`config.mk`:
```
export PLATFORM = sky130hd
export DESIGN_NAME = adc_output_port_format
export DESIGN_NICKNAME = d
export VERILOG_FILES = /design/src/logic/adc_port_pkg.sv /design/src/logic/result_fifo.sv /design/src/logic/adc_output_port_format.sv
export VERILOG_INCLUDE_DIRS = /design/src /design/src/logic
export SDC_FILE = /design/constraint.sdc
export NUM_CORES = 1
export LEC_CHECK = 0
export BUFFER_PORTS_ARGS = -buffer_cell sky130_fd_sc_hd__buf_2
export CAP_MARGIN = 40
export CORE_AREA = 2 2 112 168
export CTS_BUF_LIST = sky130_fd_sc_hd__clkbuf_16
export DETAILED_ROUTE_END_ITERATION = 12
export DIE_AREA = 0 0 114 170
export PLACE_DENSITY = 0.78
export SLEW_MARGIN = 20
export SYNTH_ARGS = -nofsm -noshare
export SYNTH_HDL_FRONTEND = slang
export SYNTH_SLANG_ARGS = --single-unit
```
`constraint.sdc`:
```
create_clock -name core_clk -period 4.31 [get_ports core_clk]
set_input_delay 0.862 -clock core_clk [delete_from_list [all_inputs] [get_ports core_clk]]
set_output_delay 0.862 -clock core_clk [all_outputs]
set_load 0.01 [all_outputs]
```
`src/logic/adc_port_regs.svh`:
```
`ifndef ADC_PORT_REGS_SVH
`define ADC_PORT_REGS_SVH
// Summary of operation
// Order low: low byte on lines 7..0.
// Order high: bytes swapped on the bus.
// Format high: result passes as offset binary.
// Format low: invert MSB for two's complement.
// Port select low: results go parallel.
// Port select high: pins become serial port.
// Lines 0,1 driven parallel, hi-z serial.
// Parallel drives bits 2,3 on divider pins.
// Master read-after-convert samples divider pins.
// Other serial modes: divider pins hi-z, ignored.
// Clock source low internal, high external.
// Read mode high during, low after conversion.
// Divider codes give 25/50/100/200 ns periods; code 00 runs at 50 ns, as the half period is never below one cycle.
// Host reads eight lines twice toggling order.

// ****************************************
// Register map
// ****************************************
`define CTRL_OFS 8'h00
`define STAT_OFS 8'h04
`define LAST_OFS 8'h08
`define CTRL_EN_BIT 0
`define CTRL_RST 1'b1

// ****************************************
// Sizes and timing
// ****************************************
`define RES_W 16
`define FIFO_DEPTH 8
`define CLK_PERIOD_NS 25
`define SCLK_P00_NS 25
`define SCLK_P01_NS 50
`define SCLK_P10_NS 100
`define SCLK_P11_NS 200
`endif

```
`src/logic/adc_port_pkg.sv`:
```
package adc_port_pkg;
   typedef struct packed {
      logic read_mode;
      logic clk_src;
      logic port_sel;
      logic code_fmt;
      logic byte_order;
   } strap_t;

   typedef enum logic {
      ser_idle,
      ser_shift
   } ser_state_t;
endpackage

```
`src/logic/result_fifo.sv`:
```
`timescale 1ns/1ps
module result_fifo #(
   parameter int W = 16,
   parameter int DEPTH = 8
) (
   input wire logic core_clk,
   input wire logic rst,
   input wire logic in_valid,
   input wire logic [W-1:0] in_data,
   output logic in_ready,
   output logic out_valid,
   output logic [W-1:0] out_data,
   input wire logic out_ready,
   output logic full,
   output logic empty
);
   // Depth must be a power of two; the extra pointer bit tells full from empty.
   localparam int PW = $clog2(DEPTH);

   logic [W-1:0] mem [DEPTH];
   logic [PW:0] wr_q;
   logic [PW:0] rd_q;

   assign empty = (wr_q == rd_q);
   assign full = (wr_q[PW] != rd_q[PW]) && (wr_q[PW-1:0] == rd_q[PW-1:0]);
   assign in_ready = !full;
   assign out_valid = !empty;
   assign out_data = mem[rd_q[PW-1:0]];

   always_ff @(posedge core_clk) begin
      if (in_valid && !full) begin
         mem[wr_q[PW-1:0]] <= in_data;
      end
   end

   always_ff @(posedge core_clk or posedge rst) begin
      if (rst) begin
         wr_q <= '0;
      end else if (in_valid && !full) begin
         wr_q <= wr_q + 1'b1;
      end
   end

   always_ff @(posedge core_clk or posedge rst) begin
      if (rst) begin
         rd_q <= '0;
      end else if (out_ready && !empty) begin
         rd_q <= rd_q + 1'b1;
      end
   end
endmodule

```
`src/logic/adc_output_port_format.sv`:
```
`timescale 1ns/1ps
`include "adc_port_regs.svh"
module adc_output_port_format #(
   parameter int FIFO_DEPTH = `FIFO_DEPTH
) (
   input wire logic core_clk,
   input wire logic rst,
   input wire logic psel,
   input wire logic penable,
   input wire logic pwrite,
   input wire logic [7:0] paddr,
   input wire logic [31:0] pwdata,
   output logic [31:0] prdata,
   output logic pready,
   output logic pslverr,
   input wire logic res_valid,
   input wire logic [`RES_W-1:0] res_data,
   output logic res_ready,
   input wire logic conv_busy,
   input wire logic byte_order_select,
   input wire logic output_code_format,
   input wire logic port_select,
   input wire logic clock_source_select,
   input wire logic read_mode_or_chain_in,
   input wire logic [1:0] serial_clock_divider,
   input wire logic sclk_i,
   output logic [`RES_W-1:0] data_o,
   output logic [`RES_W-1:0] data_oe,
   output logic sclk_o,
   output logic sclk_oe,
   output logic serial_result_out,
   output logic serial_result_oe,
   output logic serial_frame
);
   localparam int W = `RES_W;

   // ****************************************
   // Helpers
   // ****************************************
   function automatic logic [W-1:0] code_fmt(input logic [W-1:0] w, input logic ob);
      code_fmt = {w[W-1] ^ !ob, w[W-2:0]};
   endfunction

   function automatic logic [W-1:0] byte_order(input logic [W-1:0] w, input logic sw);
      byte_order = sw ? {w[7:0], w[15:8]} : w;
   endfunction

   // Least half period rounds up, never below one cycle.
   function automatic logic [3:0] half_cycles(input int ns);
      int c;
      c = (ns + 2 * `CLK_PERIOD_NS - 1) / (2 * `CLK_PERIOD_NS);
      if (c < 1) begin
         c = 1;
      end
      half_cycles = 4'(c);
   endfunction

   localparam logic [3:0] HALF00 = half_cycles(`SCLK_P00_NS);
   localparam logic [3:0] HALF01 = half_cycles(`SCLK_P01_NS);
   localparam logic [3:0] HALF10 = half_cycles(`SCLK_P10_NS);
   localparam logic [3:0] HALF11 = half_cycles(`SCLK_P11_NS);

   // ****************************************
   // Pin synchronisers
   // ****************************************
   // Straps and pins are asynchronous; a level counts once stages two and three agree.
   logic [7:0] pin_raw;
   logic [7:0] s1_q;
   logic [7:0] s2_q;
   logic [7:0] s3_q;
   logic [7:0] pin_q;
   adc_port_pkg::strap_t strap;
   logic [1:0] div_pin;
   logic sclk_pin;
   logic sclk_prev_q;

   assign pin_raw = {sclk_i, serial_clock_divider, read_mode_or_chain_in, clock_source_select,
                     port_select, output_code_format, byte_order_select};

   always_ff @(posedge core_clk or posedge rst) begin
      if (rst) begin
         s1_q <= 8'h00;
         s2_q <= 8'h00;
         s3_q <= 8'h00;
         pin_q <= 8'h00;
      end else begin
         s1_q <= pin_raw;
         s2_q <= s1_q;
         s3_q <= s2_q;
         pin_q <= (~(s2_q ^ s3_q) & s3_q) | ((s2_q ^ s3_q) & pin_q);
      end
   end

   assign strap = adc_port_pkg::strap_t'(pin_q[4:0]);
   assign div_pin = pin_q[6:5];
   assign sclk_pin = pin_q[7];

   logic serial_mode;
   logic master;
   logic master_rac;
   logic slave;
   assign serial_mode = strap.port_sel;
   assign master = serial_mode && !strap.clk_src;
   assign slave = serial_mode && strap.clk_src;
   assign master_rac = master && !strap.read_mode;

   // ****************************************
   // Register bus
   // ****************************************
   logic ctrl_en_q;
   logic [W-1:0] last_q;
   logic [1:0] div_q;
   logic f_full;
   logic f_empty;
   adc_port_pkg::ser_state_t ser_state_q;
   logic wr_en;
   logic hit;
   logic [31:0] rd_mux;

   assign wr_en = psel && penable && pwrite;
   assign pready = 1'b1;

   always_comb begin
      hit = 1'b1;
      rd_mux = 32'h0000_0000;
      if (paddr == `CTRL_OFS) begin
         rd_mux[`CTRL_EN_BIT] = ctrl_en_q;
      end else if (paddr == `STAT_OFS) begin
         rd_mux[9:0] = {ser_state_q == adc_port_pkg::ser_shift, f_empty, f_full, div_q,
                        strap};
      end else if (paddr == `LAST_OFS) begin
         rd_mux[W-1:0] = last_q;
      end else begin
         hit = 1'b0;
      end
   end

   // Read data and error are captured in the setup cycle so they leave flops.
   always_ff @(posedge core_clk or posedge rst) begin
      if (rst) begin
         prdata <= 32'h0000_0000;
         pslverr <= 1'b0;
      end else if (psel && !penable) begin
         prdata <= pwrite ? 32'h0000_0000 : rd_mux;
         pslverr <= !hit;
      end
   end

   always_ff @(posedge core_clk or posedge rst) begin
      if (rst) begin
         ctrl_en_q <= `CTRL_RST;
      end else if (wr_en && paddr == `CTRL_OFS) begin
         ctrl_en_q <= pwdata[`CTRL_EN_BIT];
      end
   end

   // ****************************************
   // Result buffer and formatting
   // ****************************************
   logic f_valid;
   logic f_pop;
   logic [W-1:0] f_data;
   logic [W-1:0] fmt_word;
   logic [W-1:0] par_word;
   logic par_load;
   logic ser_start;

   result_fifo #(
      .W(W),
      .DEPTH(FIFO_DEPTH)
   ) u_fifo (
      .core_clk(core_clk),
      .rst(rst),
      .in_valid(res_valid),
      .in_data(res_data),
      .in_ready(res_ready),
      .out_valid(f_valid),
      .out_data(f_data),
      .out_ready(f_pop),
      .full(f_full),
      .empty(f_empty)
   );

   assign fmt_word = code_fmt(f_data, strap.code_fmt);
   assign par_word = byte_order(fmt_word, strap.byte_order);
   assign par_load = ctrl_en_q && !serial_mode && f_valid;
   assign f_pop = par_load || ser_start;

   always_ff @(posedge core_clk or posedge rst) begin
      if (rst) begin
         data_o <= '0;
      end else if (par_load) begin
         data_o <= par_word;
      end
   end

   always_ff @(posedge core_clk or posedge rst) begin
      if (rst) begin
         last_q <= '0;
      end else if (f_pop) begin
         last_q <= fmt_word;
      end
   end

   // Whole bus is driven in parallel mode; serial mode turns it round, so the
   // divider pins become inputs only to the sampler below.
   assign data_oe = serial_mode ? '0 : '1;

   // ****************************************
   // Serial port
   // ****************************************
   logic [W-1:0] shreg_q;
   logic [4:0] bit_cnt_q;
   logic [3:0] hcnt_q;
   logic sclk_q;
   logic [3:0] half;
   logic ext_rise;

   always_comb begin
      case (div_q)
         2'b00: half = HALF00;
         2'b01: half = HALF01;
         2'b10: half = HALF10;
         default: half = HALF11;
      endcase
   end

   // Read after convert holds the frame until the converter is idle.
   assign ser_start = ctrl_en_q && serial_mode && f_valid && ser_state_q == adc_port_pkg::ser_idle
                      && (slave || strap.read_mode || !conv_busy);
   assign ext_rise = slave && sclk_pin && !sclk_prev_q;

   always_ff @(posedge core_clk or posedge rst) begin
      if (rst) begin
         sclk_prev_q <= 1'b0;
      end else begin
         sclk_prev_q <= sclk_pin;
      end
   end

   always_ff @(posedge core_clk or posedge rst) begin
      if (rst) begin
         div_q <= 2'b00;
      end else if (ser_start) begin
         div_q <= master_rac ? div_pin : 2'b00;
      end
   end

   always_ff @(posedge core_clk or posedge rst) begin
      if (rst) begin
         ser_state_q <= adc_port_pkg::ser_idle;
         shreg_q <= '0;
         bit_cnt_q <= 5'h00;
         hcnt_q <= 4'h0;
         sclk_q <= 1'b0;
      end else begin
         case (ser_state_q)
            adc_port_pkg::ser_idle: begin
               sclk_q <= 1'b0;
               if (ser_start) begin
                  ser_state_q <= adc_port_pkg::ser_shift;
                  shreg_q <= fmt_word;
                  bit_cnt_q <= 5'(W);
                  hcnt_q <= master_rac ? half_cycles_of(div_pin) : HALF00;
               end
            end
            default: begin
               if (!serial_mode) begin
                  ser_state_q <= adc_port_pkg::ser_idle;
               end else if (master) begin
                  if (hcnt_q == 4'h1) begin
                     hcnt_q <= half;
                     sclk_q <= !sclk_q;
                     if (sclk_q) begin
                        shreg_q <= {shreg_q[W-2:0], 1'b0};
                        bit_cnt_q <= bit_cnt_q - 5'h01;
                        if (bit_cnt_q == 5'h01) begin
                           ser_state_q <= adc_port_pkg::ser_idle;
                        end
                     end
                  end else begin
                     hcnt_q <= hcnt_q - 4'h1;
                  end
               end else if (ext_rise) begin
                  // The chain input follows the local word out of the shifter.
                  shreg_q <= {shreg_q[W-2:0], strap.read_mode};
                  bit_cnt_q <= bit_cnt_q - 5'h01;
                  if (bit_cnt_q == 5'h01) begin
                     ser_state_q <= adc_port_pkg::ser_idle;
                  end
               end
            end
         endcase
      end
   end

   function automatic logic [3:0] half_cycles_of(input logic [1:0] code);
      case (code)
         2'b00: half_cycles_of = HALF00;
         2'b01: half_cycles_of = HALF01;
         2'b10: half_cycles_of = HALF10;
         default: half_cycles_of = HALF11;
      endcase
   endfunction

   assign sclk_o = sclk_q;
   assign sclk_oe = master;
   assign serial_result_out = shreg_q[W-1];
   assign serial_result_oe = serial_mode;
   assign serial_frame = (ser_state_q == adc_port_pkg::ser_shift);
endmodule

```
---- After elaboration in Yosys (flattened, before gate mapping) ----
Memory sizes are Yosys's and may differ from the RTL's.
Index checks and enable logic that the tools add are counted.
operators by class
  bitwise gates (word level) .............. 7
  add/subtract/negate cells ............... 4
  mux-type cells .......................... 48
  reductions and logical operators ........ 41
  eq/ne operators ......................... 17
operators by type and width
  cell                                                                      count
  16-bit 2-to-1 mux                                                         11
  5-bit 2-to-1 mux                                                          7
  4-bit 2-to-1 mux                                                          6
  1-bit logical AND                                                         18
  1-bit 2-to-1 mux                                                          18
  8-bit AND                                                                 2
  15-bit 2-to-1 mux                                                         1
  3-bit case mux with 2 select lines                                        2
  1-bit zero test                                                           11
  10-bit 2-to-1 mux                                                         1
  3-bit by 2-bit inequality test with 1-bit output (second input constant)  3
  4-bit by 1-bit adder with 4-bit output (second input constant)            2
  8-bit by 3-bit equality test with 1-bit output (second input constant)    1
  8-bit by 4-bit equality test with 1-bit output (second input constant)    1
  8-bit zero test                                                           1
  8-bit NOT                                                                 1
  8-bit bitwise OR                                                          1
  8-bit bitwise XOR                                                         1
  6-bit 2-to-1 mux                                                          1
  3-bit AND reduction                                                       2
  5-bit by 1-bit equality test with 1-bit output (second input constant)    1
  5-bit AND reduction                                                       1
  5-bit by 1-bit subtractor with 5-bit output (second input constant)       1
  2-bit by 1-bit equality test with 1-bit output (second input constant)    2
  other kinds (15)                                                          21
word-level totals
  memories kept ........................... 1
  logic and storage cells ................. 136
  flip-flop bits (word level) ............. 136
  memory bits (writable) .................. 128
  output and inout bits ................... 72
memory list
  name        depth  width  read ports  clocked after memory_dff  wr ports  RTL line           source
  u_fifo.mem  8      16     1           0                         1         result_fifo.sv:20  logic [W-1:0] mem [DEPTH];

---- Depth between registers and ports, before layout ----
Gate-level depths: netlist of the first run.
  depth after elaboration ................. 7
  mapped depth ............................ 8
  depth with buffers taken out ............ 7

---- Hierarchy ----
A second synthesis of the first run with hierarchy kept.
second synthesis, totals
  cells, all modules ...................... 648
  area, all modules ....................... 10,382.5 µm²
modules (own cells, without submodules)
  module                  instances  cells an instance  area an instance (µm²)
  result_fifo             1          243                5,460.2
  adc_output_port_format  1          405                4,922.2

---- Worst setup path after synthesis of the first run ----
Ideal clock, no wire load.
  path type ............................... reg-to-reg
  start ................................... register u_fifo.rd_q[1]
  end ..................................... memory u_fifo.mem[4][0] (enable)
  setup time .............................. 0.436 ns
  cell stages (with the launch flop) ...... 7
  arrival ................................. 2.945 ns
  setup slack ............................. 0.928 ns
  cells stage by stage .................... dfrtp_1 > buf_6 > buf_12 > xnor2_1 > nand4_1 > nand2_1 > nor4b_1
between the ends
  word-level cells in the longest chain between the ends .. 6
ends and longest elaborated chain
  element                                 RTL line                      source
  from (decl)                             result_fifo.sv:22             logic [PW:0] rd_q;
  from (signal assigned)                  result_fifo.sv:48             rd_q <= rd_q + 1'b1;
  3-bit equality test                     result_fifo.sv:25             assign full = (wr_q[PW] != rd_q[PW]) && (wr_q[PW-1:0] == rd_q[PW-1:0]);
  1-bit logical AND                       result_fifo.sv:25
  1-bit zero test                         -
  named net res_ready                     adc_output_port_format.sv:18  output logic res_ready,
  1-bit logical AND                       result_fifo.sv:31             if (in_valid && !full) begin
  1-bit 2-to-1 mux                        result_fifo.sv:31
  1-bit 2-to-1 mux (implied by the code)  result_fifo.sv:32             mem[wr_q[PW-1:0]] <= in_data;
  to (decl)                               result_fifo.sv:20
The timed path passes the listed nets, and every way through them passes these cells.

---- Final worst setup path of the first run ----
  start ................................... register u_fifo.rd_q[1]
  end ..................................... output port res_ready
between the ends
  word-level cells in the longest chain between the ends .. 3
ends and longest elaborated chain
  element              RTL line                      source
  3-bit equality test  result_fifo.sv:25
  1-bit logical AND    result_fifo.sv:25
  1-bit zero test      result_fifo.sv:26             assign in_ready = !full;
  to (decl)            adc_output_port_format.sv:18
No other way between the ends.

==> out/metrics.json, run 1 <==
{
  "status": "finished, final reports clean",
  "crit_fanout": 23,
  "layout-drive-gt1-share_pct": 29.31,
  "fin_setup_tns_ns": 0,
  "p_leak_nw": 4.591,
  "timing_worst_slew_pin_value_ns": 0.7213,
  "post_cts_hold_buffer_count": 0,
  "tritoncts_sinks": 248,
  "timing_hold_violations_final": 0,
  "rsz0062_at_grt": "false",
  "final_max_slew_viol_count": 0,
  "syn-cell-area_sq_mm": 0.01005,
  "postRouteAntennaNets": 0,
  "num-nets-final": 830,
  "floorplan.die.width_um": 114,
  "count_of_cells_resized_by_post_cts_repair": 0,
  "netlist.area_leader.share_pct": 38.24,
  "worstPathArrival_ns": 1.99,
  "seq_area_frac_synth_pct": 68.13,
  "critical_path_required_ns": 3.45,
  "wl_per_cell_um": 20.88,
  "htree_levels": 1,
  "antenna_violations_before_repair": 1,
  "final_util_pct": 64.16,
  "post-cts-setup-buffers": 0,
  "period_minus_slack_ns": 2.850,
  "max-cap-violations": 0,
  "grt_start_max_net_pins": 84,
  "routed_via_density": 5.842,
  "drc_viols": 0,
  "number_of_buffers_created_by_cts": 24,
  "synthToLayoutAreaGrowth_pct": 14.05,
  "vdd_drop_max_mv": 0.3360,
  "ys_ff_latch": 248,
  "share_of_flip_flops_with_an_asynchronous_set_or_reset_pct": 48.39,
  "io_pins": 143,
  "cts_max_path_buffers": 3,
  "postRouteWirelength_mm": 20.65,
  "max_freq_mhz": 350.8,
  "maxSlewHeadroom_pct": 51.91,
  "dp_hpwl_mm": 13.63,
  "cts_tree": "built",
  "power_per_cell_area_mw_per_mm2": 535.0,
  "ys.warnings.count": 0,
  "synth_edf_count": 128,
  "setup_slack_ns": 1.460,
  "post_layout_total_power_mw": 6.133,
  "post-route-period-util_pct": 66.13,
  "clock_skew_ns": 0.01576,
  "setup-violations-final": 0,
  "avgSynthCellArea_sq_um": 15.11,
  "root_buffer": "sky130_fd_sc_hd__clkbuf_16",
  "timing.hold.worst.class": "reg -> reg",
  "die_y_um": 170,
  "clock_insertion_delay_worst_skew_ns": 0.51,
  "placement.setup.worst_slack_ns": 1.523,
  "most-common-layout-cells": "sky130_fd_sc_hd__edfxtp_1 (128), sky130_fd_sc_hd__dfrtp_1 (118), sky130_fd_sc_hd__buf_2 (94), sky130_fd_sc_hd__nand2_1 (66)",
  "overflow": 0,
  "number_of_standard_cells_in_the_layout_taps_in_and_fillers_out": 989,
  "timing.critical_path.from_type": "flip-flop",
  "grt_pass1_vias": 5951,
  "port-buffer-count": 94,
  "start_util_pct": 56.25,
  "endpoint_kind": "output pin",
  "placer_s_final_routability_congestion_estimate": 0.8057,
  "synth_cell_type_count": 55,
  "die_area_sq_mm": 0.01938,
  "numPlacedInstances": 944,
  "drt_pass1_iterations": 5,
  "clk_pin_slew_ns": 0.06,
  "grt_pass1_wl_mm": 32.53,
  "mostFrequentLayoutCell": "sky130_fd_sc_hd__edfxtp_1",
  "worstSetupPathType": "reg -> out",
  "floorplan_core_area_sq_mm": 0.01787,
  "post_synth_main_area_contributors": "sky130_fd_sc_hd__edfxtp_1 (38%), sky130_fd_sc_hd__dfrtp_1 (30%), sky130_fd_sc_hd__mux4_2 (6.9%)",
  "ys_dominant_reg_cell": "sky130_fd_sc_hd__edfxtp_1",
  "gr-usage-all-layers_pct": 21.80,
  "synth_top_cell_by_area": "sky130_fd_sc_hd__edfxtp_1",
  "routed-via-count": 5778,
  "syn-instance-count": 665,
  "drc_violation_total_after_the_first_tritonroute_iteration": 515,
  "row_count": 60
}
-- state kept, by name, summed over array words and instances (netlist names), named ones only --
register and flops:
serial_frame 1, s3_q 8, pslverr 1, s2_q 8
div_q 2, ctrl_en_q 1, bit_cnt_q 5, hcnt_q 4
sclk_prev_q 1, u_fifo.mem 128, sclk_o 1, prdata 16
s1_q 8, u_fifo.wr_q 4, data_o 16, shreg_q 16
u_fifo.rd_q 4, last_q 16
-- synthesized netlist by cell type, drive strengths merged, types with 5 or more instances --
library cell / n
buf: 45
nor2b: 5
a22o: 8
nor2: 25
a22oi: 9
mux4: 31
ha: 6
clkbuf: 19
nand3: 6
mux2i: 16
xor2: 6
a31oi: 15
o21ai: 36
nor4: 5
dfrtp: 119
mux2: 36
xnor2: 6
nand2: 66
a21oi: 12
maj3: 8
inv: 14
edfxtp: 128
-- where the power goes --
group          switching [mW]  total [mW]  leakage, nW  internal (mW)
Clock                   0.865        1.98        0.390           1.12
Sequential              0.185        3.01         2.64           2.83
Combinational           0.643        1.14         1.56          0.497
-- worst max-delay path, cell delays in order (launching register included) --
cell                      delay (ns)
sky130_fd_sc_hd__dfrtp_1        0.34
sky130_fd_sc_hd__buf_4          0.36
sky130_fd_sc_hd__xnor2_1        0.19
sky130_fd_sc_hd__nand4_1        0.33
sky130_fd_sc_hd__buf_2          0.26
-- final timing paths --
path                                              end      startpoint  depth (start not counted)  slack [ns]
max                                         res_ready  u_fifo.rd_q[1]                          4        1.46
min                                           s2_q[4]         s1_q[4]                          0        0.35
max reg2reg                                 data_o[7]  u_fifo.rd_q[1]                          6        1.56
min reg2reg                                   s2_q[4]         s1_q[4]                          0        0.35
max in group asynchronous  asynchronous set/reset pin             rst                          3        3.12
min in group asynchronous  asynchronous set/reset pin             rst                          2        0.38
-- area by class of cell --
class                      count  area [sq um]
inverter                      15         58.81
tap                          217         271.5
multi-input combinational    353          2872
clock buffer                  25         625.6
antenna                        1         2.502
fill                        1282          6404
clock inverter                19         128.9
sequential                   248          6849
timing repair buffer         111         655.6
-- routing by layer --
metal | vias to the layer above | part of all wire [%] | track usage [%]
met3 | 39 | 6.1 | 3.739
met4 | 0 | 2.4 | 6.999
met5 | - | 0 | 0
met2 | 220 | 53 | 38.66
li1 | 2596 | - | -
met1 | 2923 | 38 | 27.22
-- kinds of logic (layout without fill, tap and decap cells) --
group,after synthesis,after routing,share of synthesized area (%)
compound gates,93,93,5.839
fa+ha+maj,14,14,1.544
xor+xnor,12,12,1.046
mux,83,83,12.57
other cells,2,18,0.07472
simple gates,134,134,6.299
buf+inv,79,170,4.494
flops,248,248,68.13
-- through the flow --
| step | cell area [sq um] | hold slack [ns] |
|---|---|---|
| after global placement | 10620 | 0.3320 |
| final | 11460 | 0.3489 |
| after global routing | 11460 | 0.3622 |
| after CTS | 11460 | 0.3517 |
| after detailed placement | 10710 | 0.3370 |
| after floorplan | 10110 | 0.3312 |
Note: power is estimated with default switching activity, not from simulation.
==> run 2, diff against run 1 <==
Clock period 4.31 ns to 2.7 ns, I/O delays scaled along.
==> run 2 against run 1 <==
Compared with the run above: via count increased by 1.5%; core utilization up 1.1 points; sequential cell count unchanged.
==> out/metrics.json, run 2 (same netlist as run 1, synthesis figures left out) <==
{
  "routed_via_density": {"value": 5.824, "change": "-0.31%"},
  "rsz0062_at_grt": "false",
  "number_of_standard_cells_in_the_layout_taps_in_and_fillers_out": {"value": 1007, "change": "+1.8%"},
  "synthToLayoutAreaGrowth_pct": 16.06,
  "p_leak": {"value": 4.688, "unit": "nW", "change": "+2.1%"},
  "status": "finished, final reports clean",
  "met3_usage": {"value": 2.991, "unit": "%", "change": "-0.75 points"},
  "numPlacedInstances": {"value": 961, "change": "+1.8%"},
  "postRouteAntennaNets": {"value": 0, "change": "unchanged"},
  "min_delay_path_depth": {"value": 1, "change": "+1"},
  "antenna_violations_before_repair": {"value": 0, "change": "-1"},
  "gr-usage-all-layers": {"value": 21.79, "unit": "%", "change": "about the same"},
  "tritoncts_sinks": {"value": 248, "change": "unchanged"},
  "most-common-layout-cells": "sky130_fd_sc_hd__edfxtp_1 (128), sky130_fd_sc_hd__dfrtp_1 (118), sky130_fd_sc_hd__buf_2 (94), sky130_fd_sc_hd__nand2_1 (66)",
  "die_y": {"value": 170, "unit": "um", "change": "unchanged"},
  "globalRouteMet2Util": {"value": 39.31, "unit": "%", "change": "+0.65 points"},
  "critical_path.cell_chain": "inv_1 > ha_1 > nor3b_2 > a31oi_1 > o2bb2ai_4 > buf_4 > nor2_1 > a31oi_1",
  "dp_hpwl": {"value": 13.78, "unit": "mm", "change": "+1.1%"},
  "final_max_slew_viol_count": {"value": 0, "change": "unchanged"},
  "design_area": {"value": 0.01166, "unit": "sq mm", "change": "+1.8%"},
  "power_per_cell_area": {"value": 861.9, "unit": "mW/mm^2", "change": "+61%"},
  "floorplan_core_area": {"value": 0.01787, "unit": "sq mm", "change": "unchanged"},
  "row_count": {"value": 60, "change": "unchanged"},
  "post-cts-setup-buffers": {"value": 0, "change": "unchanged"},
  "period_minus_slack_ns": 2.510,
  "maxSlewHeadroom": {"value": 58.39, "unit": "%", "change": "+6.5 points"},
  "post_layout_total_power": {"value": 10.05, "unit": "mW", "change": "+64%"},
  "grt_met1_use": {"value": 26.63, "unit": "%", "change": "-0.59 points"},
  "io_pins": {"value": 143, "change": "unchanged"},
  "most_used_routing_layer_in_global_routing": "met2",
  "worstSetupPathType": "reg -> reg",
  "clock_insertion_delay_worst_skew": {"value": 0.51, "unit": "ns", "change": "about the same"},
  "endpoint_kind": "flip-flop",
  "placed_cell_area": {"value": 0.01082, "unit": "sq mm", "change": "+1.0%"},
  "htree_levels": {"value": 1, "change": "unchanged"},
  "floorplan.die.width": {"value": 114, "unit": "um", "change": "unchanged"},
  "start_util": {"value": 56.25, "unit": "%", "change": "unchanged"},
  "worstPathArrival": {"value": 2.93, "unit": "ns", "change": "+0.94 ns"},
  "max_freq_mhz": 398.4,
  "number_of_buffers_created_by_cts": {"value": 24, "change": "unchanged"},
  "timing.critical_path.from_type": "flip-flop",
  "vdd_drop_max": {"value": 0.6045, "unit": "mV", "change": "+80%"},
  "drc_violation_total_after_the_first_tritonroute_iteration": {"value": 451, "change": "-12%"},
  "grt_start_max_net_pins": {"value": 34, "change": "-60%"},
  "port-buffer-count": {"value": 94, "change": "unchanged"},
  "clock_skew": {"value": 0.006969, "unit": "ns", "change": "-0.008793 ns"},
  "cts_max_path_buffers": {"value": 3, "change": "unchanged"},
  "num_antenna_cells": {"value": 0, "change": "-1"},
  "layout-drive-gt1-share": {"value": 30.63, "unit": "%", "change": "+1.3 points"},
  "timing.hold.worst.class": "in -> reg",
  "postRouteWirelength": {"value": 20.98, "unit": "mm", "change": "+1.6%"},
  "ff2ff_path_depth": {"value": 8, "change": "+2"},
  "die_area": {"value": 0.01938, "unit": "sq mm", "change": "unchanged"},
  "clk_pin_slew": {"value": 0.06, "unit": "ns", "change": "about the same"},
  "critical_path_required": {"value": 3.12, "unit": "ns", "change": "-0.33 ns"},
  "mostFrequentLayoutCell": "sky130_fd_sc_hd__edfxtp_1",
  "slowest_stage": "sky130_fd_sc_hd__o2bb2ai_4",
  "max-cap-violations": {"value": 0, "change": "unchanged"},
  "worstSetupPathDepth": {"value": 8, "change": "+4"},
  "root_buffer": "sky130_fd_sc_hd__clkbuf_16",
  "cp_common_cell": "sky130_fd_sc_hd__a31oi_1",
  "setup-violations-final": {"value": 0, "change": "unchanged"},
  "drt_pass1_iterations": {"value": 5, "change": "unchanged"},
  "timing.critical_path.buf_inv": {"value": 2, "change": "unchanged"},
  "drc_viols": {"value": 0, "change": "unchanged"},
  "post-route-period-util_pct": 92.97,
  "cts_tree": "built",
  "cpPeakStageDelay": {"value": 0.45, "unit": "ns", "change": "+0.09 ns"},
  "grt_pass1_wl": {"value": 32.47, "unit": "mm", "change": "-0.17%"},
  "critical-path-top-delay-family": "compound AO/OA/AOI/OAI gates",
  "overflow": {"value": 0, "change": "unchanged"},
  "grt_pass1_vias": {"value": 6103, "change": "+2.6%"},
  "placer_s_final_routability_congestion_estimate": {"value": 0.8226, "change": "+2.1%"},
  "timing_hold_violations_final": {"value": 0, "change": "unchanged"},
  "routed-via-count": {"value": 5865, "change": "+1.5%"},
  "timing_worst_slew_pin_value": {"value": 0.6229, "unit": "ns", "change": "-0.09837 ns"},
  "num-nets-final": {"value": 849, "change": "+2.3%"},
  "wl_per_cell": {"value": 20.84, "unit": "um", "change": "-0.23%"},
  "max_reg_flops": {"value": 128, "change": "unchanged"},
  "crit_fanout": {"value": 21, "change": "-8.7%"}
}
[run 2: report_power, final]
group / internal [mW] / total, mW / switching, mW
combinational: 0.846 / 1.84 / 0.997
sequential: 4.51 / 4.82 / 0.312
clock: 2.05 / 3.39 / 1.34
total: 7.41 / 10.1 / 2.65
[run 2: path summary, 6_finish.rpt]
path / endpoint / slack [ns] / from
worst min register to register: s2_q[1] / 0.35 / s1_q[1]
worst max register to register: shreg_q[5] / 0.19 / hcnt_q[1]
worst max-delay path: shreg_q[5] / 0.19 / hcnt_q[1]
max in group asynchronous: s2_q[7] / 1.62 / rst
min in group asynchronous: prdata[15] / 0.46 / rst
worst min-delay path: s1_q[7] / 0.13 / sclk_i
[run 2: area by class of cell]
class | count | area (sq um)
sequential | 248 | 6849
fill | 1251 | 6202
multi-input combinational | 353 | 2859
timing repair buffer | 130 | 818.3
clock buffer | 25 | 625.6
tap | 217 | 271.5
clock inverter | 19 | 181.4
inverter | 15 | 60.06
[run 2: what timing repair did]
action,4_1_cts,5_1_grt
hold endpoints to repair,0,1
setup endpoints to repair,0,12
resized for setup,0,1
hold buffers,0,1
[run 2: stage by stage]
step	worst slack, ns	utilization (%)	TNS [ns]	hold WS [ns]
3_3_place_gp	0.2793	60.53	0	0.3358
4_1_cts	0.005039	65.05	0	0.1229
3_5_place_dp	0.08320	60.53	0	0.3356
6_report	0.1899	65.29	0	0.1347
2_1_floorplan	-0.6817	-	-35.79	0.3312
5_1_grt	0.01286	65.29	0	0.1216
[run 2: layer usage]
metal	up-vias	wire length, um
met5	-	0
li1	2627	-
met2	226	11090
met4	0	653
met3	51	1115
met1	2961	8122
==> run 3, diff against run 2 <==
==> constraint.sdc (replaced) <==
create_clock -name core_clk -period 2.7 [get_ports core_clk]
set_input_delay 0.27 -clock core_clk [delete_from_list [all_inputs] [get_ports core_clk]]
set_output_delay 0.27 -clock core_clk [all_outputs]
set_load 0.01 [all_outputs]
==> run 3 against run 2 <==
Compared with the run above: non-clock buffer count grew 4; clock power shrank 11%; core utilization shrank 0.37 points; clock-buffer cell count shrank 2; sequential share of layout area grew 0.34 points.
==> out/metrics.json, run 3 (same netlist as run 1, synthesis figures left out) <==
{
  "status": "finished, final reports clean",
  "critical_path_required": {"value": 3.09, "unit": "ns", "change": "-0.03 ns"},
  "timing.critical_path.from_type": "flip-flop",
  "setup-violations-final": {"value": 0, "change": "unchanged"},
  "max_freq": {"value": 415.5, "unit": "MHz", "change": "+4.3%"},
  "layout-drive-gt1-share": {"value": 30.21, "unit": "%", "change": "-0.42 points"},
  "number_of_buffers_created_by_cts": {"value": 23, "change": "-4.2%"},
  "drc_violation_total_after_the_first_tritonroute_iteration": {"value": 572, "change": "+27%"},
  "power_switching_share": {"value": 27.44, "unit": "%", "change": "+1.1 points"},
  "maxSlewHeadroom": {"value": 54.01, "unit": "%", "change": "-4.4 points"},
  "grt_pass1_vias": {"value": 6038, "change": "-1.1%"},
  "net-switching-power": {"value": 2.653, "unit": "mW", "change": "+0.20%"},
  "most-common-layout-cells": "sky130_fd_sc_hd__edfxtp_1 (128), sky130_fd_sc_hd__dfrtp_1 (118), sky130_fd_sc_hd__buf_2 (94), sky130_fd_sc_hd__nand2_1 (66)",
  "row_count": {"value": 60, "change": "unchanged"},
  "multi_input_area": {"value": 0.002859, "unit": "sq mm", "change": "unchanged"},
  "drt_pass1_iterations": {"value": 5, "change": "unchanged"},
  "filler_cell_count": {"value": 1271, "change": "+1.6%"},
  "overflow": {"value": 0, "change": "unchanged"},
  "cts_max_path_buffers": {"value": 3, "change": "unchanged"},
  "number_of_standard_cells_in_the_layout_taps_in_and_fillers_out": {"value": 1008, "change": "+0.099%"},
  "cpPeakStageDelay": {"value": 0.54, "unit": "ns", "change": "+0.09 ns"},
  "max-cap-violations": {"value": 0, "change": "unchanged"},
  "clock_power_share": {"value": 31.3, "unit": "%", "change": "-2.4 points"},
  "placer_s_final_routability_congestion_estimate": {"value": 0.7919, "change": "-3.7%"},
  "final_max_slew_viol_count": {"value": 0, "change": "unchanged"},
  "grt_pass1_wl": {"value": 32.11, "unit": "mm", "change": "-1.1%"},
  "timing_worst_slew_pin_value": {"value": 0.6885, "unit": "ns", "change": "+0.06552 ns"},
  "worstSetupPathType": "reg -> reg",
  "floorplan.die.width": {"value": 114, "unit": "um", "change": "unchanged"},
  "start_util": {"value": 56.25, "unit": "%", "change": "unchanged"},
  "postRouteWirelength": {"value": 20.53, "unit": "mm", "change": "-2.1%"},
  "clock_skew": {"value": 0.008726, "unit": "ns", "change": "+0.001757 ns"},
  "clk_pin_slew": {"value": 0.06, "unit": "ns", "change": "about the same"},
  "layout.area.seq": {"value": 0.006849, "unit": "sq mm", "change": "unchanged"},
  "port-buffer-count": {"value": 94, "change": "unchanged"},
  "slowest_stage": "sky130_fd_sc_hd__dfrtp_2",
  "floorplan_core_area": {"value": 0.01787, "unit": "sq mm", "change": "unchanged"},
  "timing_hold_violations_final": {"value": 0, "change": "unchanged"},
  "io_pins": {"value": 143, "change": "unchanged"},
  "post-cts-setup-buffers": {"value": 0, "change": "unchanged"},
  "root_buffer": "sky130_fd_sc_hd__clkbuf_16",
  "setup_slack": {"value": 0.2934, "unit": "ns", "change": "+0.1034 ns"},
  "gr-usage-all-layers": {"value": 21.45, "unit": "%", "change": "-0.34 points"},
  "mostFrequentLayoutCell": "sky130_fd_sc_hd__edfxtp_1",
  "power_report.internal_total": {"value": 7.016, "unit": "mW", "change": "-5.3%"},
  "power_per_cell_area": {"value": 833.6, "unit": "mW/mm^2", "change": "-3.3%"},
  "worstPathArrival": {"value": 2.80, "unit": "ns", "change": "-0.13 ns"},
  "critical-path-top-delay-family": "simple AND/OR/NAND/NOR gates",
  "clock_insertion_delay_worst_skew": {"value": 0.51, "unit": "ns", "change": "about the same"},
  "critical_path.cell_chain": "xnor2_1 > nand4b_1 > and2_1 > a21oi_1 > mux2_2",
  "postRouteAntennaNets": {"value": 0, "change": "unchanged"},
  "fin_setup_tns": {"value": 0, "unit": "ns", "change": "unchanged"},
  "die_y": {"value": 170, "unit": "um", "change": "unchanged"},
  "htree_levels": {"value": 1, "change": "unchanged"},
  "crit_fanout": {"value": 10, "change": "-52%"},
  "numPlacedInstances": {"value": 957, "change": "-0.42%"},
  "antenna_violations_before_repair": {"value": 0, "change": "unchanged"},
  "placement.setup.worst_slack": {"value": 0.1785, "unit": "ns", "change": "+0.09535 ns"},
  "seq_power_share": {"value": 49.8, "unit": "%", "change": "+1.8 points"},
  "vdd_drop_max": {"value": 0.6596, "unit": "mV", "change": "+9.1%"},
  "combPwrFrac": {"value": 18.9, "unit": "%", "change": "+0.6 points"},
  "p_leak": {"value": 4.643, "unit": "nW", "change": "-0.97%"},
  "timing.critical_path.buf_inv": {"value": 0, "change": "-2"},
  "rsz0062_at_grt": "false",
  "final_util": {"value": 64.92, "unit": "%", "change": "-0.37 points"},
  "synthToLayoutAreaGrowth_pct": 15.40,
  "dp_hpwl": {"value": 13.63, "unit": "mm", "change": "-1.1%"},
  "cts_tree": "built",
  "routed_via_density": {"value": 5.751, "change": "-1.3%"},
  "grt_start_max_net_pins": {"value": 48, "change": "+41%"},
  "period_minus_slack": {"value": 2.407, "unit": "ns", "change": "-0.1034 ns"},
  "num_antenna_cells": {"value": 0, "change": "unchanged"},
  "post-route-period-util": {"value": 89.14, "unit": "%", "change": "-3.8 points"},
  "num-nets-final": {"value": 852, "change": "+0.35%"},
  "max_reg_flops": {"value": 128, "change": "unchanged"},
  "post_layout_total_power": {"value": 9.669, "unit": "mW", "change": "-3.8%"},
  "routed-via-count": {"value": 5797, "change": "-1.2%"},
  "endpoint_kind": "flip-flop",
  "wl_per_cell": {"value": 20.37, "unit": "um", "change": "-2.2%"},
  "tritoncts_sinks": {"value": 248, "change": "unchanged"},
  "die_area": {"value": 0.01938, "unit": "sq mm", "change": "unchanged"},
  "timing.hold.worst.class": "in -> reg",
  "drc_viols": {"value": 0, "change": "unchanged"}
}
## run 3: cell count changes in the layout (fill, tap and decap cells not counted)
cell / previous run / this run
sky130_fd_sc_hd__clkinvlp_4: 1 / 2
sky130_fd_sc_hd__inv_6: 0 / 1
sky130_fd_sc_hd__dlygate4sd3_1: 1 / 10
sky130_fd_sc_hd__clkinv_1: 9 / 5
sky130_fd_sc_hd__bufinv_16: 4 / 1
sky130_fd_sc_hd__clkinv_2: 3 / 5
sky130_fd_sc_hd__clkbuf_16: 25 / 23
sky130_fd_sc_hd__inv_1: 16 / 15
sky130_fd_sc_hd__buf_12: 6 / 5
sky130_fd_sc_hd__clkinv_4: 0 / 3
sky130_fd_sc_hd__buf_4: 29 / 25
## run 3: power groups by stage
stage / Sequential [mW] / Combinational (mW) / Clock [mW]
after floorplan: 4.74 / 1.31 / 0
after global placement: 4.84 / 1.77 / 0
after detailed placement: 4.89 / 1.83 / 0
after CTS: 4.82 / 1.85 / 3.07
after global routing: 4.87 / 1.99 / 3.23
final: 4.82 / 1.83 / 3.02
## run 3: area by class of cell
type / instances / share of cell area (%)
sequential: 248 / 59.05
clock buffer: 23 / 4.962
multi-input combinational: 353 / 24.65
clock inverter: 18 / 1.079
timing repair buffer: 134 / 7.400
inverter: 15 / 0.5178
tap: 217 / 2.341
## run 3: path summary, 6_finish.rpt
path	startpoint	end	slack (ns)	cells past startpoint
max in group asynchronous	rst	s1_q[7]	1.62	4
min in group asynchronous	rst	s2_q[1]	0.41	3
hold reg to reg	s1_q[7]	s2_q[7]	0.35	0
hold / removal	res_data[13]	u_fifo.mem[7][13]	0.02	1
setup / recovery	u_fifo.rd_q[0]	hcnt_q[1]	0.29	5
setup reg to reg	u_fifo.rd_q[0]	hcnt_q[1]	0.29	5
## run 3: timing repair
| action | in CTS | in global routing |
|---|---|---|
| hold buffers | 10 | 0 |
| endpoints found under the setup margin | 0 | 10 |
| resized for setup | 0 | 1 |
| hold endpoints to repair | 36 | 0 |
## run 3: per-layer routing
layer	vias to the layer above	part of all wire [%]	GRT usage [%]
met3	51	6.6	3.668
met1	2898	38	26.16
li1	2625	-	-
met4	0	3.4	8.908
met5	-	0	0
met2	223	52	37.68
## run 3: stage by stage
stage	area [sq um]	hold slack (ns)
2_1_floorplan	10120	0.3014
3_3_place_gp	10790	0.3349
3_5_place_dp	10790	0.3358
4_1_cts	11590	0.009673
5_1_grt	11600	0.02903
6_report	11600	0.02395
